[config.mk]
export PLATFORM = sky130hd
export DESIGN_NAME = tobs_top
export DESIGN_NICKNAME = d
export VERILOG_FILES = /design/src/rtl/tobs_pkg.sv /design/src/rtl/tobs_top.sv
export VERILOG_INCLUDE_DIRS = /design/src /design/src/rtl
export SDC_FILE = /design/constraint.sdc
export NUM_CORES = 1
export LEC_CHECK = 0
export BUFFER_PORTS_ARGS = -buffer_cell sky130_fd_sc_hd__buf_2
export CAP_MARGIN = 30
export CORE_UTILIZATION = 55
export DETAILED_ROUTE_END_ITERATION = 8
export GPL_ROUTABILITY_DRIVEN = 0
export PLACE_DENSITY = 0.76
export SLEW_MARGIN = 40
export SYNTH_ARGS = -nofsm -noshare
export SYNTH_HDL_FRONTEND = slang
export SYNTH_SLANG_ARGS = --single-unit
[constraint.sdc]
create_clock -name clk -period 3.4 [get_ports clk]
set_clock_uncertainty 0.15 [all_clocks]
set_input_delay 0.17 -clock clk [delete_from_list [all_inputs] [get_ports clk]]
set_output_delay 0.17 -clock clk [all_outputs]
set_load 0.01 [all_outputs]
[src/rtl/tobs_defs.svh]
// Constants for the touch output and burst scheduler.
`ifndef TOBS_DEFS_SVH
`define TOBS_DEFS_SVH

// ============================================================
// Timing
`define TOBS_CLK_PERIOD_NS  5
`define TOBS_MS_NS          1000000
`define TOBS_LATCH_SHORT_MS 15'h0bb8
`define TOBS_LATCH_LONG_MS  15'h7530
`define TOBS_SP_SLOW_MS     5'h14
`define TOBS_SP_FAST_MS     5'h0a
`define TOBS_GAP_LP         5'h04
`define TOBS_GAP_XLP        5'h10

// ============================================================
// Register offsets
`define TOBS_ADDR_CFG0      2'h0
`define TOBS_ADDR_CFG1      2'h1
`define TOBS_ADDR_CTRL      2'h2
`define TOBS_ADDR_STATUS    2'h3

// ============================================================
// Field positions and reset values
`define TOBS_OM_LSB         0
`define TOBS_THR_LSB        4
`define TOBS_PM_LSB         6
`define TOBS_FREQ_BIT       1
`define TOBS_SP_BIT         2
`define TOBS_LOCK_BIT       0
`define TOBS_CFG_RESET      8'h00

`endif

[src/rtl/tobs_pkg.sv]
// Types for the touch output and burst scheduler.
package tobs_pkg;

   // ============================================================
   // Output and power modes, in field encoding order
   typedef enum logic [1:0] {
      TOBS_OM_ACTIVE,
      TOBS_OM_TOGGLE,
      TOBS_OM_LATCH_SHORT,
      TOBS_OM_LATCH_LONG
   } tobs_out_mode_t;

   typedef enum logic [1:0] {
      TOBS_PM_LOW_ZOOM,
      TOBS_PM_NORMAL,
      TOBS_PM_XLOW_ZOOM,
      TOBS_PM_XLOW
   } tobs_power_mode_t;

endpackage

[src/rtl/tobs_top.sv]
// Detection output shaping and acquisition burst scheduling.
//
// The strobed register port and the address map were left to the implementer.
`timescale 1ns/100ps
`include "tobs_defs.svh"

module tobs_top
   import tobs_pkg::*;
#(
   parameter int MS_CYCLES   = `TOBS_MS_NS / `TOBS_CLK_PERIOD_NS,
   parameter int MIN_HIGH_MS = 20,
   parameter int ELP_PERIODS = 50
) (
   input  wire logic       clk,
   input  wire logic       resetn,
   input  wire logic [1:0] addr,
   input  wire logic [7:0] wr_data,
   input  wire logic       wr_en,
   input  wire logic       rd_en,
   output logic      [7:0] rd_data,
   input  wire logic       detect_in,
   output logic            detect_output,
   output logic            burst_start,
   output logic            transfer_fast,
   output logic      [1:0] detect_threshold,
   output logic            sample_fast
);

   // ============================================================
   // Reset synchroniser
   logic rst_meta_q;
   logic rst_n_q;

   always_ff @(posedge clk or negedge resetn) begin
      if (!resetn) begin
         rst_meta_q <= 1'b0;
         rst_n_q    <= 1'b0;
      end else begin
         rst_meta_q <= 1'b1;
         rst_n_q    <= rst_meta_q;
      end
   end

   // ============================================================
   // Configuration registers
   // Config stays writable only until the lock bit is set, which models the
   // one-time load of the option bytes; afterwards the settings never move.
   logic [7:0]       cfg0_q;
   logic [7:0]       cfg1_q;
   logic             lock_q;
   tobs_out_mode_t   out_mode;
   tobs_power_mode_t pwr_mode;

   always_ff @(posedge clk or negedge rst_n_q) begin
      if (!rst_n_q) begin
         cfg0_q <= `TOBS_CFG_RESET;
         cfg1_q <= `TOBS_CFG_RESET;
         lock_q <= 1'b0;
      end else if (wr_en && !lock_q) begin
         if (addr == `TOBS_ADDR_CFG0) begin
            cfg0_q <= wr_data;
         end
         if (addr == `TOBS_ADDR_CFG1) begin
            cfg1_q <= wr_data;
         end
         if (addr == `TOBS_ADDR_CTRL) begin
            lock_q <= wr_data[`TOBS_LOCK_BIT];
         end
      end
   end

   assign out_mode = tobs_out_mode_t'(cfg0_q[`TOBS_OM_LSB +: 2]);
   assign pwr_mode = tobs_power_mode_t'(cfg0_q[`TOBS_PM_LSB +: 2]);

   always_ff @(posedge clk or negedge rst_n_q) begin
      if (!rst_n_q) begin
         transfer_fast    <= 1'b0;
         detect_threshold <= 2'h0;
         sample_fast      <= 1'b0;
      end else begin
         transfer_fast    <= cfg1_q[`TOBS_FREQ_BIT];
         detect_threshold <= cfg0_q[`TOBS_THR_LSB +: 2];
         sample_fast      <= cfg1_q[`TOBS_SP_BIT];
      end
   end

   // ============================================================
   // Millisecond tick
   logic [31:0] ms_cnt_q;
   logic        ms_tick_q;

   always_ff @(posedge clk or negedge rst_n_q) begin
      if (!rst_n_q) begin
         ms_cnt_q  <= 32'h0;
         ms_tick_q <= 1'b0;
      end else if (ms_cnt_q == 32'(MS_CYCLES - 1)) begin
         ms_cnt_q  <= 32'h0;
         ms_tick_q <= lock_q;
      end else begin
         ms_cnt_q  <= ms_cnt_q + 32'h1;
         ms_tick_q <= 1'b0;
      end
   end

   // ============================================================
   // Detection edge
   logic det_prev_q;
   logic det_rise;
   logic det_fall;

   always_ff @(posedge clk or negedge rst_n_q) begin
      if (!rst_n_q) begin
         det_prev_q <= 1'b0;
      end else begin
         det_prev_q <= detect_in && lock_q;
      end
   end

   assign det_rise = detect_in && lock_q && !det_prev_q;
   assign det_fall = !(detect_in && lock_q) && det_prev_q;

   // ============================================================
   // Output shaping
   logic        tgl_q;
   logic [14:0] lat_q;
   logic [15:0] hold_q;
   logic        want;
   logic        out_d;

   always_ff @(posedge clk or negedge rst_n_q) begin
      if (!rst_n_q) begin
         tgl_q <= 1'b0;
      end else if (out_mode != TOBS_OM_TOGGLE) begin
         tgl_q <= 1'b0;
      end else if (det_rise) begin
         tgl_q <= !tgl_q;
      end
   end

   // The latch timer counts whole milliseconds, so a hold may run up to one
   // tick short of the nominal time; well inside any human-visible margin.
   always_ff @(posedge clk or negedge rst_n_q) begin
      if (!rst_n_q) begin
         lat_q <= 15'h0;
      end else if (out_mode == TOBS_OM_LATCH_SHORT && det_rise) begin
         lat_q <= `TOBS_LATCH_SHORT_MS;
      end else if (out_mode == TOBS_OM_LATCH_LONG && det_fall) begin
         lat_q <= `TOBS_LATCH_LONG_MS;
      end else if (out_mode == TOBS_OM_LATCH_LONG && detect_in) begin
         lat_q <= 15'h0;
      end else if (ms_tick_q && lat_q != 15'h0) begin
         lat_q <= lat_q - 15'h1;
      end
   end

   always_comb begin
      unique case (out_mode)
         TOBS_OM_ACTIVE:      want = detect_in && lock_q;
         TOBS_OM_TOGGLE:      want = tgl_q;
         TOBS_OM_LATCH_SHORT: want = (detect_in && lock_q) || lat_q != 15'h0;
         // The delayed detection bridges the cycle before the hold counter loads.
         TOBS_OM_LATCH_LONG:  want = (detect_in && lock_q) || det_prev_q || lat_q != 15'h0;
      endcase
   end

   // A fall is deferred, never dropped, while the minimum high time runs.
   assign out_d = want || (detect_output && hold_q != 16'h0);

   always_ff @(posedge clk or negedge rst_n_q) begin
      if (!rst_n_q) begin
         hold_q <= 16'h0;
      end else if (out_d && !detect_output) begin
         hold_q <= 16'(MIN_HIGH_MS);
      end else if (ms_tick_q && hold_q != 16'h0) begin
         hold_q <= hold_q - 16'h1;
      end
   end

   always_ff @(posedge clk or negedge rst_n_q) begin
      if (!rst_n_q) begin
         detect_output <= 1'b0;
      end else begin
         detect_output <= out_d;
      end
   end

   // ============================================================
   // Burst scheduler
   logic [4:0] sp_ms_q;
   logic [4:0] sp_len;
   logic       sp_tick;
   logic [4:0] skip_q;
   logic [4:0] gap;
   logic       woke_q;
   logic [7:0] quiet_q;
   logic       zoom;

   assign sp_len  = cfg1_q[`TOBS_SP_BIT] ? `TOBS_SP_FAST_MS : `TOBS_SP_SLOW_MS;
   assign sp_tick = ms_tick_q && sp_ms_q == sp_len - 5'h1;
   assign zoom    = pwr_mode == TOBS_PM_LOW_ZOOM || pwr_mode == TOBS_PM_XLOW_ZOOM;

   always_ff @(posedge clk or negedge rst_n_q) begin
      if (!rst_n_q) begin
         sp_ms_q <= 5'h0;
      end else if (sp_tick) begin
         sp_ms_q <= 5'h0;
      end else if (ms_tick_q) begin
         sp_ms_q <= sp_ms_q + 5'h1;
      end
   end

   // Wake on detection; the set wins over the quiet-timeout clear.
   always_ff @(posedge clk or negedge rst_n_q) begin
      if (!rst_n_q) begin
         woke_q  <= 1'b0;
         quiet_q <= 8'h0;
      end else if (!zoom) begin
         woke_q  <= 1'b0;
         quiet_q <= 8'h0;
      end else if (detect_in && lock_q) begin
         woke_q  <= 1'b1;
         quiet_q <= 8'h0;
      end else if (sp_tick && woke_q) begin
         if (quiet_q == 8'(ELP_PERIODS - 1)) begin
            woke_q  <= 1'b0;
            quiet_q <= 8'h0;
         end else begin
            quiet_q <= quiet_q + 8'h1;
         end
      end
   end

   always_comb begin
      unique case (pwr_mode)
         TOBS_PM_NORMAL:    gap = 5'h0;
         TOBS_PM_LOW_ZOOM:  gap = woke_q ? 5'h0 : `TOBS_GAP_LP;
         TOBS_PM_XLOW_ZOOM: gap = woke_q ? 5'h0 : `TOBS_GAP_XLP;
         TOBS_PM_XLOW:      gap = `TOBS_GAP_XLP;
      endcase
   end

   always_ff @(posedge clk or negedge rst_n_q) begin
      if (!rst_n_q) begin
         skip_q      <= 5'h0;
         burst_start <= 1'b0;
      end else begin
         burst_start <= 1'b0;
         if (woke_q && zoom) begin
            skip_q <= 5'h0;
            if (sp_tick) begin
               burst_start <= 1'b1;
            end
         end else if (sp_tick) begin
            if (skip_q == 5'h0) begin
               burst_start <= 1'b1;
               skip_q      <= gap;
            end else begin
               skip_q <= skip_q - 5'h1;
            end
         end
      end
   end

   // ============================================================
   // Register read
   always_ff @(posedge clk or negedge rst_n_q) begin
      if (!rst_n_q) begin
         rd_data <= 8'h00;
      end else if (rd_en) begin
         unique case (addr)
            `TOBS_ADDR_CFG0:   rd_data <= cfg0_q;
            `TOBS_ADDR_CFG1:   rd_data <= cfg1_q;
            `TOBS_ADDR_CTRL:   rd_data <= {7'h00, lock_q};
            `TOBS_ADDR_STATUS: rd_data <= {4'h0, woke_q, tgl_q, detect_output, det_prev_q};
         endcase
      end else begin
         rd_data <= 8'h00;
      end
   end
endmodule

==> impl_metrics.json, run 1 <==
{
  "status": "completed",
  "grt.met1_usage_pct": 30.1,
  "row_count": 36,
  "ys_seq_elements": 118,
  "fmax_ghz": 0.399,
  "synth_edf_count": 0,
  "reg2reg_to": "lat_q[10]",
  "core_mm2": 0.00986,
  "synth_xor_area_share_pct": 7.12,
  "layoutNonFillerInstCount": 743,
  "rsz0062_at_grt": "false",
  "power_frac_comb_pct": 17.1,
  "grt_pass1_vias": 4132,
  "netSwitchingFraction_pct": 28.8,
  "vias_per_cell": 5.78,
  "async_reset_ff_share_pct": 100,
  "vias": 4296,
  "required_ns": 3.66,
  "fin_crit_ns": 2.50,
  "worstMarginPinSlew_ns": 0.816,
  "hold_viol_final": 0,
  "num_antenna_cells": 0,
  "drtIter0Drc": 245,
  "rrSetupSlack_ns": 0.90,
  "cts.sinks": 118,
  "initial_core_util_pct": 57.3,
  "total_power_w": 0.00430,
  "die_x_um": 103,
  "grt_use_met2_pct": 38.9,
  "gr-max-usage-layer": "met2",
  "boundaryPins": 29,
  "clockRootBuffer": "clkbuf_8",
  "clockBufferDepth": 2,
  "layout_commonest_cell": "dfrtp_1",
  "max_slew_margin_pct": 45.5,
  "route.detailed.drc": 0,
  "cts.clk_slew.worst_paths_ns": 0.06,
  "regArea_mm2": 0.00296,
  "cts_tree": "built",
  "drtPass1Iterations": 4,
  "synthMuxAreaShare_pct": 5.51,
  "htree_levels": 4,
  "crit_arrival_ns": 2.76,
  "period_share_pct": 73.6,
  "p_sw_w": 0.00124,
  "powerDensity_mw_per_mm2": 642,
  "crit_type": "flip-flop to flip-flop",
  "track_usage_pct": 23.8,
  "start_kind": "flip-flop",
  "multiInputGateArea_mm2": 0.00259,
  "report.final.slew_viol_count": 0,
  "post-dp-hpwl_mm": 7.67,
  "synth_top_family_by_area": "simple AND/OR/NAND/NOR gates",
  "ys_warn_count": 0,
  "setup_viol": 0,
  "syn_inst": 545,
  "syn_area_per_cell_um2": 10.4,
  "grt_max_degree": 65,
  "drive_gt1_share_pct": 15.4,
  "port_buffers": 28,
  "grt_pass1_wl_mm": 19.3,
  "syn_nets": 568,
  "p_seq_share_pct": 43.7,
  "die_area_mm2": 0.0107,
  "clockPowerShare_pct": 39.3,
  "die_h_um": 103,
  "ys.flop_type": "dfrtp_1",
  "antenna_found_initial": 0,
  "cp-end-kind": "flip-flop",
  "crit_path_max_fanout": 12,
  "startpoint": "lat_q[0]",
  "numCtsBuffers": 17,
  "holdWs_ns": 0.0803,
  "grt-ovfl-total": 0,
  "critPathCapture": "lat_q[10]",
  "yosys.area_share.adder_pct": 1.77,
  "placed_cells": 697,
  "n_fill_cell": 726,
  "hold_class": "flip-flop to async pin",
  "maxCapViolations": 0,
  "yosys.cell_types.count": 60,
  "fin_tns_setup_ns": 0,
  "ir_drop_mv": 0.375,
  "clock_latency_ns": 0.51,
  "reg2reg_depth": 7,
  "fin_nets": 622,
  "synth.cell_area_mm2": 0.00566,
  "cts_hold_buffers": 15,
  "use_met3_pct": 7.26,
  "synth_compound_area_share_pct": 9.56,
  "layout_common_cells": "117 x dfrtp_1, 60 x nor2_1, 32 x o21ai_0",
  "power_leakage_nw": 2.89,
  "synthSimpleGateAreaFrac_pct": 21.6,
  "synth.yosys.seq_area_share_pct": 52.2,
  "area_delta_synth_final_pct": 18.4,
  "wire_per_inst_um": 15.8,
  "cts_resized": 0,
  "cts_setup_buffers": 0,
  "r2r_start": "lat_q[0]",
  "drtAntennaViolNets": 0,
  "drt-total-wl_mm": 11.7,
  "power.internal_w": 0.00306
}
-- synthesized netlist by cell type, drive strengths merged (2+ instances only) --
cell / n / area [um^2]
dfrtp: 118 / 2950
a21boi: 2 / 15.0
o31ai: 8 / 65.1
mux2: 15 / 169
xor2: 18 / 158
o21ai: 32 / 160
ha: 8 / 100
o22ai: 3 / 18.8
nor3: 10 / 50.1
or3: 9 / 63.8
o211ai: 2 / 15.0
nor3b: 3 / 22.5
or4: 5 / 37.5
or4b: 3 / 30.0
o31a: 2 / 18.8
a311oi: 2 / 17.5
and4bb: 2 / 25.0
nor4: 13 / 103
and4: 4 / 35.0
o41ai: 2 / 17.5
a21o: 2 / 15.0
nor2: 60 / 225
nand4: 16 / 100
nand2b: 10 / 62.6
nor2b: 9 / 56.3
and2: 6 / 37.5
inv: 19 / 71.3
nor4b: 4 / 41.3
xnor2: 28 / 245
and2b: 2 / 17.5
a31oi: 3 / 18.8
clkbuf: 11 / 42.5
and3: 7 / 43.8
mux2i: 12 / 120
a21oi: 23 / 115
buf: 2 / 8.75
nand2: 31 / 116
nand3: 28 / 140
-- stage by stage --
stage                     worst slack (ns)  instance area [um^2]  utilization (%)
after global placement                1.07                  5960             60.4
after detailed placement             0.916                  5970             60.5
final                                0.896                  6700             67.9
after floorplan                       1.18                  5660                -
after global routing                 0.624                  6700             67.9
after CTS                            0.903                  6680             67.7
-- flip-flops by register name, indices dropped and copies added (netlist names), 2 cells and up --
register and count:
sp_ms_q 5, cfg1_q 8, rd_data 8, quiet_q 8
detect_threshold 2, cfg0_q 8, lat_q 15, skip_q 5
hold_q 16, ms_cnt_q 32
-- power groups by stage --
stage | sequential, W | clock, W | combinational [W]
floorplan | 0.00184 | 0 | 0.000543
global placement | 0.00188 | 0 | 0.000677
detailed placement | 0.00190 | 0 | 0.000708
CTS | 0.00188 | 0.00172 | 0.000725
global route | 0.00192 | 0.00178 | 0.000818
finish | 0.00188 | 0.00169 | 0.000734
-- area by class of cell --
| cell class | instances | share of cell area [%] |
|---|---|---|
| inverters | 19 | 1.06 |
| clock inverters | 9 | 1.53 |
| repair buffers | 48 | 5.27 |
| flip-flops and latches | 118 | 44.1 |
| well taps | 133 | 2.48 |
| multi-input cells | 395 | 38.7 |
| clock buffers | 21 | 6.86 |
-- routing by layer --
metal	part of all wire [%]	up-vias
met4	1.7	0
met2	49	91
met1	45	2125
met3	4.5	25
li1	-	2055
met5	0	-
-- how the worst min path moves through the flow --
stage	from	endpoint	slack, ns	cells after the start
floorplan	resetn	rst_meta_q	-0.28	0
global placement	resetn	rst_meta_q	-0.19	1
detailed placement	resetn	rst_meta_q	-0.19	1
CTS	rst_meta_q	rst_n_q	0.21	0
global route	rst_n_q	quiet_q[7]	0.11	0
finish	rst_n_q	quiet_q[5]	0.08	0
-- kinds of logic (layout without fill, tap and decap cells) --
logic type	after synthesis	in the layout
buffers and inverters	32	97
XOR/XNOR	46	46
multiplexers	28	28
flip-flops	118	118
adder cells (fa/ha/maj)	8	8
other	1	1
AO/OA/AOI/OAI	88	88
AND/OR/NAND/NOR	224	224
-- critical path: stages (launching register included) --
cell and delay, ns:
dfrtp_1 0.37, inv_1 0.10, ha_1 0.21, nor4b_1 0.41, nand4_1 0.20, a21oi_1 0.62
o21ai_0 0.22, o31ai_1 0.11
Note: power is estimated with default switching activity, not from simulation.
==> inputs of run 2 (changes only) <==
--- a/config.mk
+++ b/config.mk
@@ -6,9 +6,10 @@
 export SDC_FILE = /design/constraint.sdc
 export NUM_CORES = 1
 export LEC_CHECK = 0
+export ABC_AREA = 1
 export BUFFER_PORTS_ARGS = -buffer_cell sky130_fd_sc_hd__buf_2
 export CAP_MARGIN = 30
-export CORE_UTILIZATION = 55
+export CORE_UTILIZATION = 56
 export DETAILED_ROUTE_END_ITERATION = 8
 export GPL_ROUTABILITY_DRIVEN = 0
 export PLACE_DENSITY = 0.76
==> constraint.sdc (replaced) <==
create_clock -name clk -period 2.2 [get_ports clk]
set_clock_uncertainty 0.15 [all_clocks]
set_input_delay 0.11 -clock clk [delete_from_list [all_inputs] [get_ports clk]]
set_output_delay 0.11 -clock clk [all_outputs]
set_load 0.01 [all_outputs]
==> impl_metrics.json, run 2 <==
{
  "hold_viol_final": 0,
  "drtIter0Drc": 497,
  "setup_viol": 0,
  "syn_inst": 920,
  "grt.met1_usage_pct": 35.6,
  "largest_reg_flops": 32,
  "synth.yosys.seq_area_share_pct": 43.4,
  "boundaryPins": 29,
  "grt_use_met2_pct": 43.3,
  "ys_warn_count": 0,
  "period_share_pct": 84.3,
  "drtAntennaViolNets": 0,
  "synth_edf_count": 0,
  "port_buffers": 28,
  "crit_path_max_fanout": 19,
  "synth_area_leaders": "dfrtp_1 43%, nand2_1 13%, inv_1 7.3%",
  "reg2reg_depth": 8,
  "powerDensity_mw_per_mm2": 696,
  "post-dp-hpwl_mm": 11.3,
  "gr-max-usage-layer": "met2",
  "cts_setup_buffers": 0,
  "placed_cells": 1086,
  "vias": 6066,
  "initial_core_util_pct": 58.6,
  "required_ns": 2.35,
  "max_slew_margin_pct": 65.8,
  "largestRegisters": "ms_cnt_q: 32 flops, hold_q: 16 flops, lat_q: 15 flops",
  "vias_per_cell": 5.35,
  "numCtsBuffers": 17,
  "maxCapViolations": 0,
  "crit_type": "flip-flop to flip-flop",
  "die_x_um": 112,
  "layout_common_cells": "239 x nand2_1, 133 x inv_1, 123 x nor2_1",
  "yosys.area.top_type": "dfrtp_1",
  "hold_class": "flip-flop to async pin",
  "yosys.cell_types.count": 40,
  "cp-end-kind": "flip-flop",
  "yosys.cell_count.top_type": "nand2_1",
  "syn_area_per_cell_um2": 7.39,
  "route.detailed.drc": 2,
  "ys.flop_type": "dfrtp_1",
  "wire_per_inst_um": 13.8,
  "area_delta_synth_final_pct": 15.1,
  "worstMarginPinSlew_ns": 0.511,
  "crit_arrival_ns": 2.01,
  "use_met3_pct": 8.15,
  "ir_drop_mv": 0.569,
  "row_count": 39,
  "drt-total-wl_mm": 15.7,
  "clock_latency_ns": 0.42,
  "cts.clk_slew.worst_paths_ns": 0.06,
  "r2r_start": "hold_q[0]",
  "die_h_um": 112,
  "reg2reg_to": "hold_q[0]",
  "ys_seq_elements": 118,
  "fin_nets": 1001,
  "netlist.area_leader.share_pct": 43.4,
  "rrSetupSlack_ns": 0.35,
  "grt_pass1_vias": 5800,
  "track_usage_pct": 27.2,
  "report.final.slew_viol_count": 0,
  "layoutNonFillerInstCount": 1134,
  "grt_pass1_wl_mm": 26.9,
  "antenna_found_initial": 0,
  "start_kind": "flip-flop",
  "syn_nets": 943,
  "clockBufferDepth": 2,
  "power_leakage_nw": 3.93,
  "n_fill_cell": 1001,
  "total_power_w": 0.00545,
  "drive_gt1_share_pct": 11.3,
  "synth.cell_area_mm2": 0.00680,
  "grt_max_degree": 41,
  "cts_hold_buffers": 16,
  "startpoint": "hold_q[0]",
  "fmax_ghz": 0.539,
  "die_area_mm2": 0.0126,
  "htree_levels": 4,
  "max_flop_register": "ms_cnt_q",
  "async_reset_ff_share_pct": 100,
  "core_mm2": 0.0116,
  "drtPass1Iterations": 7,
  "cts.sinks": 118,
  "fin_util_pct": 67.4,
  "violations": "design-rule violations",
  "cts_resized": 0,
  "cts_tree": "built",
  "fin_crit_ns": 1.85,
  "rsz0062_at_grt": "false",
  "fin_tns_setup_ns": 0,
  "status": "finished, violations left",
  "layout_commonest_cell": "nand2_1",
  "num_antenna_cells": 0,
  "synthTopCellsByCount": "239 x nand2_1, 133 x inv_1, 123 x nor2_1, 118 x dfrtp_1, 95 x nand3_1",
  "critPathCapture": "hold_q[0]",
  "grt-ovfl-total": 0,
  "clockRootBuffer": "clkbuf_16"
}
==> run 2: cell types whose count changed in the layout (fill, tap and decap cells not counted), sizes merged, moves of 11 or more <==
cell   change
nor2      +77
a21oi     -13
mux2      -15
nor3      +24
nand2    +224
nand3     +71
inv      +121
xnor2     -28
mux2i     -11
xor2      +12
==> run 2: power breakdown <==
part | total (W) | switching [W] | internal, W
clock | 0.00266 | 0.00100 | 0.00166
combinational | 0.000430 | 0.000264 | 0.000166
sequential | 0.00236 | 0.000103 | 0.00225
total | 0.00545 | 0.00137 | 0.00408
==> run 2: area by class of cell <==
cell class	count	area, um^2	area share, %
inverter	140	532	6.80
tap	143	179	2.29
clock inverter	12	130	1.66
timing repair buffer	49	350	4.48
clock buffer	20	437	5.58
sequential	118	2960	37.8
multi-input combinational	652	3240	41.4
==> run 2: cells by family after synthesis <==
group / after synthesis / share of synthesized area [%]
AOI/OAI and AO/OA: 56 / 4.77
xor gates and xnor gates: 30 / 3.86
adders and majority gates: 8 / 1.47
buffers and inverters: 150 / 8.94
DFF: 118 / 43.4
muxes: 1 / 0.147
other: 1 / 0.0551
and+or+nand+nor: 556 / 37.3
==> run 2: worst min path at each step <==
stage / end / slack [ns] / start / cells after the start
floorplan: rst_meta_q / -0.34 / resetn / 0
global placement: rst_meta_q / -0.25 / resetn / 1
detailed placement: rst_meta_q / -0.25 / resetn / 1
CTS: tgl_q / 0.13 / rst_n_q / 0
global route: lat_q[1] / 0.15 / rst_n_q / 0
finish: tgl_q / 0.11 / rst_n_q / 0
==> run 2: routing by layer <==
| metal | share of wire, % | vias up |
|---|---|---|
| li1 | - | 3028 |
| met1 | 46 | 2829 |
| met2 | 46 | 179 |
| met3 | 5.3 | 30 |
| met4 | 1.9 | 0 |
| met5 | 0 | - |
==> run 2: critical path: stages, from the launching register on <==
cell and delay (ns):
dfrtp_1 0.40, inv_1 0.12, ha_1 0.19, nand2_1 0.06
nor2_1 0.12, nand2_2 0.25, nand2_4 0.21, xor2_1 0.18
nor2_1 0.06
==> run 2: metrics by stage <==
| step | hold slack, ns | worst slack [ns] | area (um^2) |
|---|---|---|---|
| final | 0.114 | 0.346 | 7820 |
| after global routing | 0.154 | 0.198 | 7820 |
| after CTS | 0.131 | 0.345 | 7820 |
| after detailed placement | -0.254 | 0.361 | 7100 |
| after global placement | -0.255 | 0.445 | 7100 |
| after floorplan | -0.336 | 0.0798 | 6800 |
==> inputs of run 3 (changes only) <==
==> constraint.sdc (replaced) <==
create_clock -name clk -period 1.54 [get_ports clk]
set_clock_uncertainty 0.15 [all_clocks]
set_input_delay 0.077 -clock clk [delete_from_list [all_inputs] [get_ports clk]]
set_output_delay 0.077 -clock clk [all_outputs]
set_load 0.01 [all_outputs]
==> impl_metrics.json, run 3 (synthesis results as in run 2) <==
{
  "status": "finished, violations left",
  "violations": "design-rule violations, negative setup slack",
  "vias_per_cell": 5.99,
  "fin_crit_ns": 1.92,
  "powerDensity_mw_per_mm2": 884,
  "power_leakage_nw": 4.90,
  "grt-ovfl-total": 0,
  "die_x_um": 112,
  "htree_levels": 4,
  "hold_viol_final": 0,
  "ir_drop_mv": 1.15,
  "boundaryPins": 29,
  "die_area_mm2": 0.0126,
  "largestRegisters": "ms_cnt_q: 32 flops, hold_q: 16 flops, lat_q: 15 flops",
  "crit_path_max_fanout": 20,
  "rsz0062_at_grt": "true",
  "slowest_delay_ns": 0.46,
  "post-dp-hpwl_mm": 12.3,
  "setup_viol": 67,
  "post-place-ws_ns": -0.111,
  "drtIter0Drc": 928,
  "grt_pass1_wl_mm": 31.6,
  "area_delta_synth_final_pct": 45.3,
  "clockBufferDepth": 2,
  "clockPowerShare_pct": 49.6,
  "antenna_found_initial": 0,
  "placed_cells": 1181,
  "layoutNonFillerInstCount": 1270,
  "die_h_um": 112,
  "clock_latency_ns": 0.44,
  "track_usage_pct": 32.1,
  "num_antenna_cells": 0,
  "drt-total-wl_mm": 24.5,
  "holdWs_ns": 0.108,
  "path_cells": "buf_8, nand2_1, nor2_1, a21oi_1, nor3_1",
  "total_power_w": 0.00874,
  "cts.clk_slew.worst_paths_ns": 0.06,
  "initial_core_util_pct": 58.6,
  "worstMarginPinSlew_ns": 0.582,
  "layout_commonest_cell": "nand2_1",
  "fin_tns_setup_ns": -4.45,
  "core_mm2": 0.0116,
  "numCtsBuffers": 17,
  "fmax_ghz": 0.522,
  "period_share_pct": 124,
  "cts_tree": "built",
  "start_kind": "flip-flop",
  "drive_gt1_share_pct": 38.8,
  "port_buffers": 28,
  "wire_per_inst_um": 19.3,
  "report.final.slew_viol_count": 0,
  "drtAntennaViolNets": 0,
  "power_frac_comb_pct": 12.1,
  "cp-end-kind": "flip-flop",
  "p_seq_share_pct": 38.2,
  "n_fill_cell": 571,
  "hold_class": "flip-flop to async pin",
  "maxCapViolations": 0,
  "required_ns": 1.67,
  "crit_slowest_cell": "nor3_1",
  "crit_arrival_ns": 2.05,
  "crit_type": "flip-flop to flip-flop",
  "power.internal_w": 0.00642,
  "grt_max_degree": 30,
  "grt_pass1_vias": 6779,
  "layout_common_cells": "202 x nand2_1, 117 x buf_4, 110 x inv_1",
  "clockRootBuffer": "clkbuf_16",
  "route.detailed.drc": 2,
  "netSwitchingFraction_pct": 26.5,
  "row_count": 39,
  "largest_reg_flops": 32,
  "p_sw_w": 0.00231,
  "max_flop_register": "ms_cnt_q",
  "finalWorstSetupSlack_ns": -0.376,
  "fin_nets": 1137,
  "drtPass1Iterations": 8,
  "vias": 7603,
  "max_slew_margin_pct": 60.7,
  "cts.sinks": 118
}
[run 3: per-layer routing]
layer / GRT usage [%] / vias up / share of wire (%)
li1: - / 3310 / -
met1: 40.0 / 3526 / 35
met2: 52.8 / 567 / 49
met3: 7.72 / 200 / 9.4
met4: 15.5 / 0 / 7.2
met5: 0 / - / 0
[run 3: repair_timing]
action,in CTS,in global routing
gates cloned,3,1
setup endpoints to repair,63,86
endpoints found under the hold margin,30,0
hold buffers,15,0
pin swaps,16,69
buffers inserted,9,30
resized for setup,62,217
[run 3: worst paths after layout]
| kind | startpoint | end | slack [ns] | cells after the start |
|---|---|---|---|---|
| max | ms_tick_q | sp_ms_q[4] | -0.38 | 5 |
| min reg2reg | rst_n_q | sp_ms_q[3] | 0.11 | 0 |
| min | rst_n_q | sp_ms_q[3] | 0.11 | 0 |
| max in group asynchronous | rst_n_q | lat_q[14] | 0.57 | 1 |
| max reg2reg | ms_tick_q | sp_ms_q[4] | -0.38 | 5 |
| min in group clk | rst_meta_q | rst_n_q | 0.21 | 0 |
[run 3: final cells by class]
| class | instances | area, um^2 | share of cell area, % |
|---|---|---|---|
| tap | 143 | 179 | 1.81 |
| clock buffer | 22 | 454 | 4.60 |
| timing repair buffer | 182 | 1460 | 14.7 |
| multi-input combinational | 655 | 4100 | 41.5 |
| inverter | 140 | 549 | 5.56 |
| sequential | 118 | 2980 | 30.1 |
| clock inverter | 10 | 170 | 1.72 |
[run 3: critical path, delay by kind of cell (launching register included)]
kind	cells	cell delay, ns
buffers and inverters	1	0.24
AND/OR/NAND/NOR	3	0.79
AO/OA/AOI/OAI	1	0.13
flip-flops	1	0.45
[run 3: stage by stage]
| stage | cell area [um^2] | utilization, % |
|---|---|---|
| after global placement | 7870 | 67.8 |
| after global routing | 9880 | 85.1 |
| after floorplan | 6830 | - |
| after detailed placement | 7870 | 67.8 |
| after CTS | 8940 | 77.0 |
| final | 9880 | 85.1 |
[run 3: power by group through the flow]
stage,clock (W),sequential (W),combinational [W]
after global placement,0,0.00337,0.000808
after global routing,0.00444,0.00335,0.00114
final,0.00434,0.00334,0.00106
after CTS,0.00428,0.00333,0.000909
after floorplan,0,0.00341,0.000410
after detailed placement,0,0.00337,0.000820
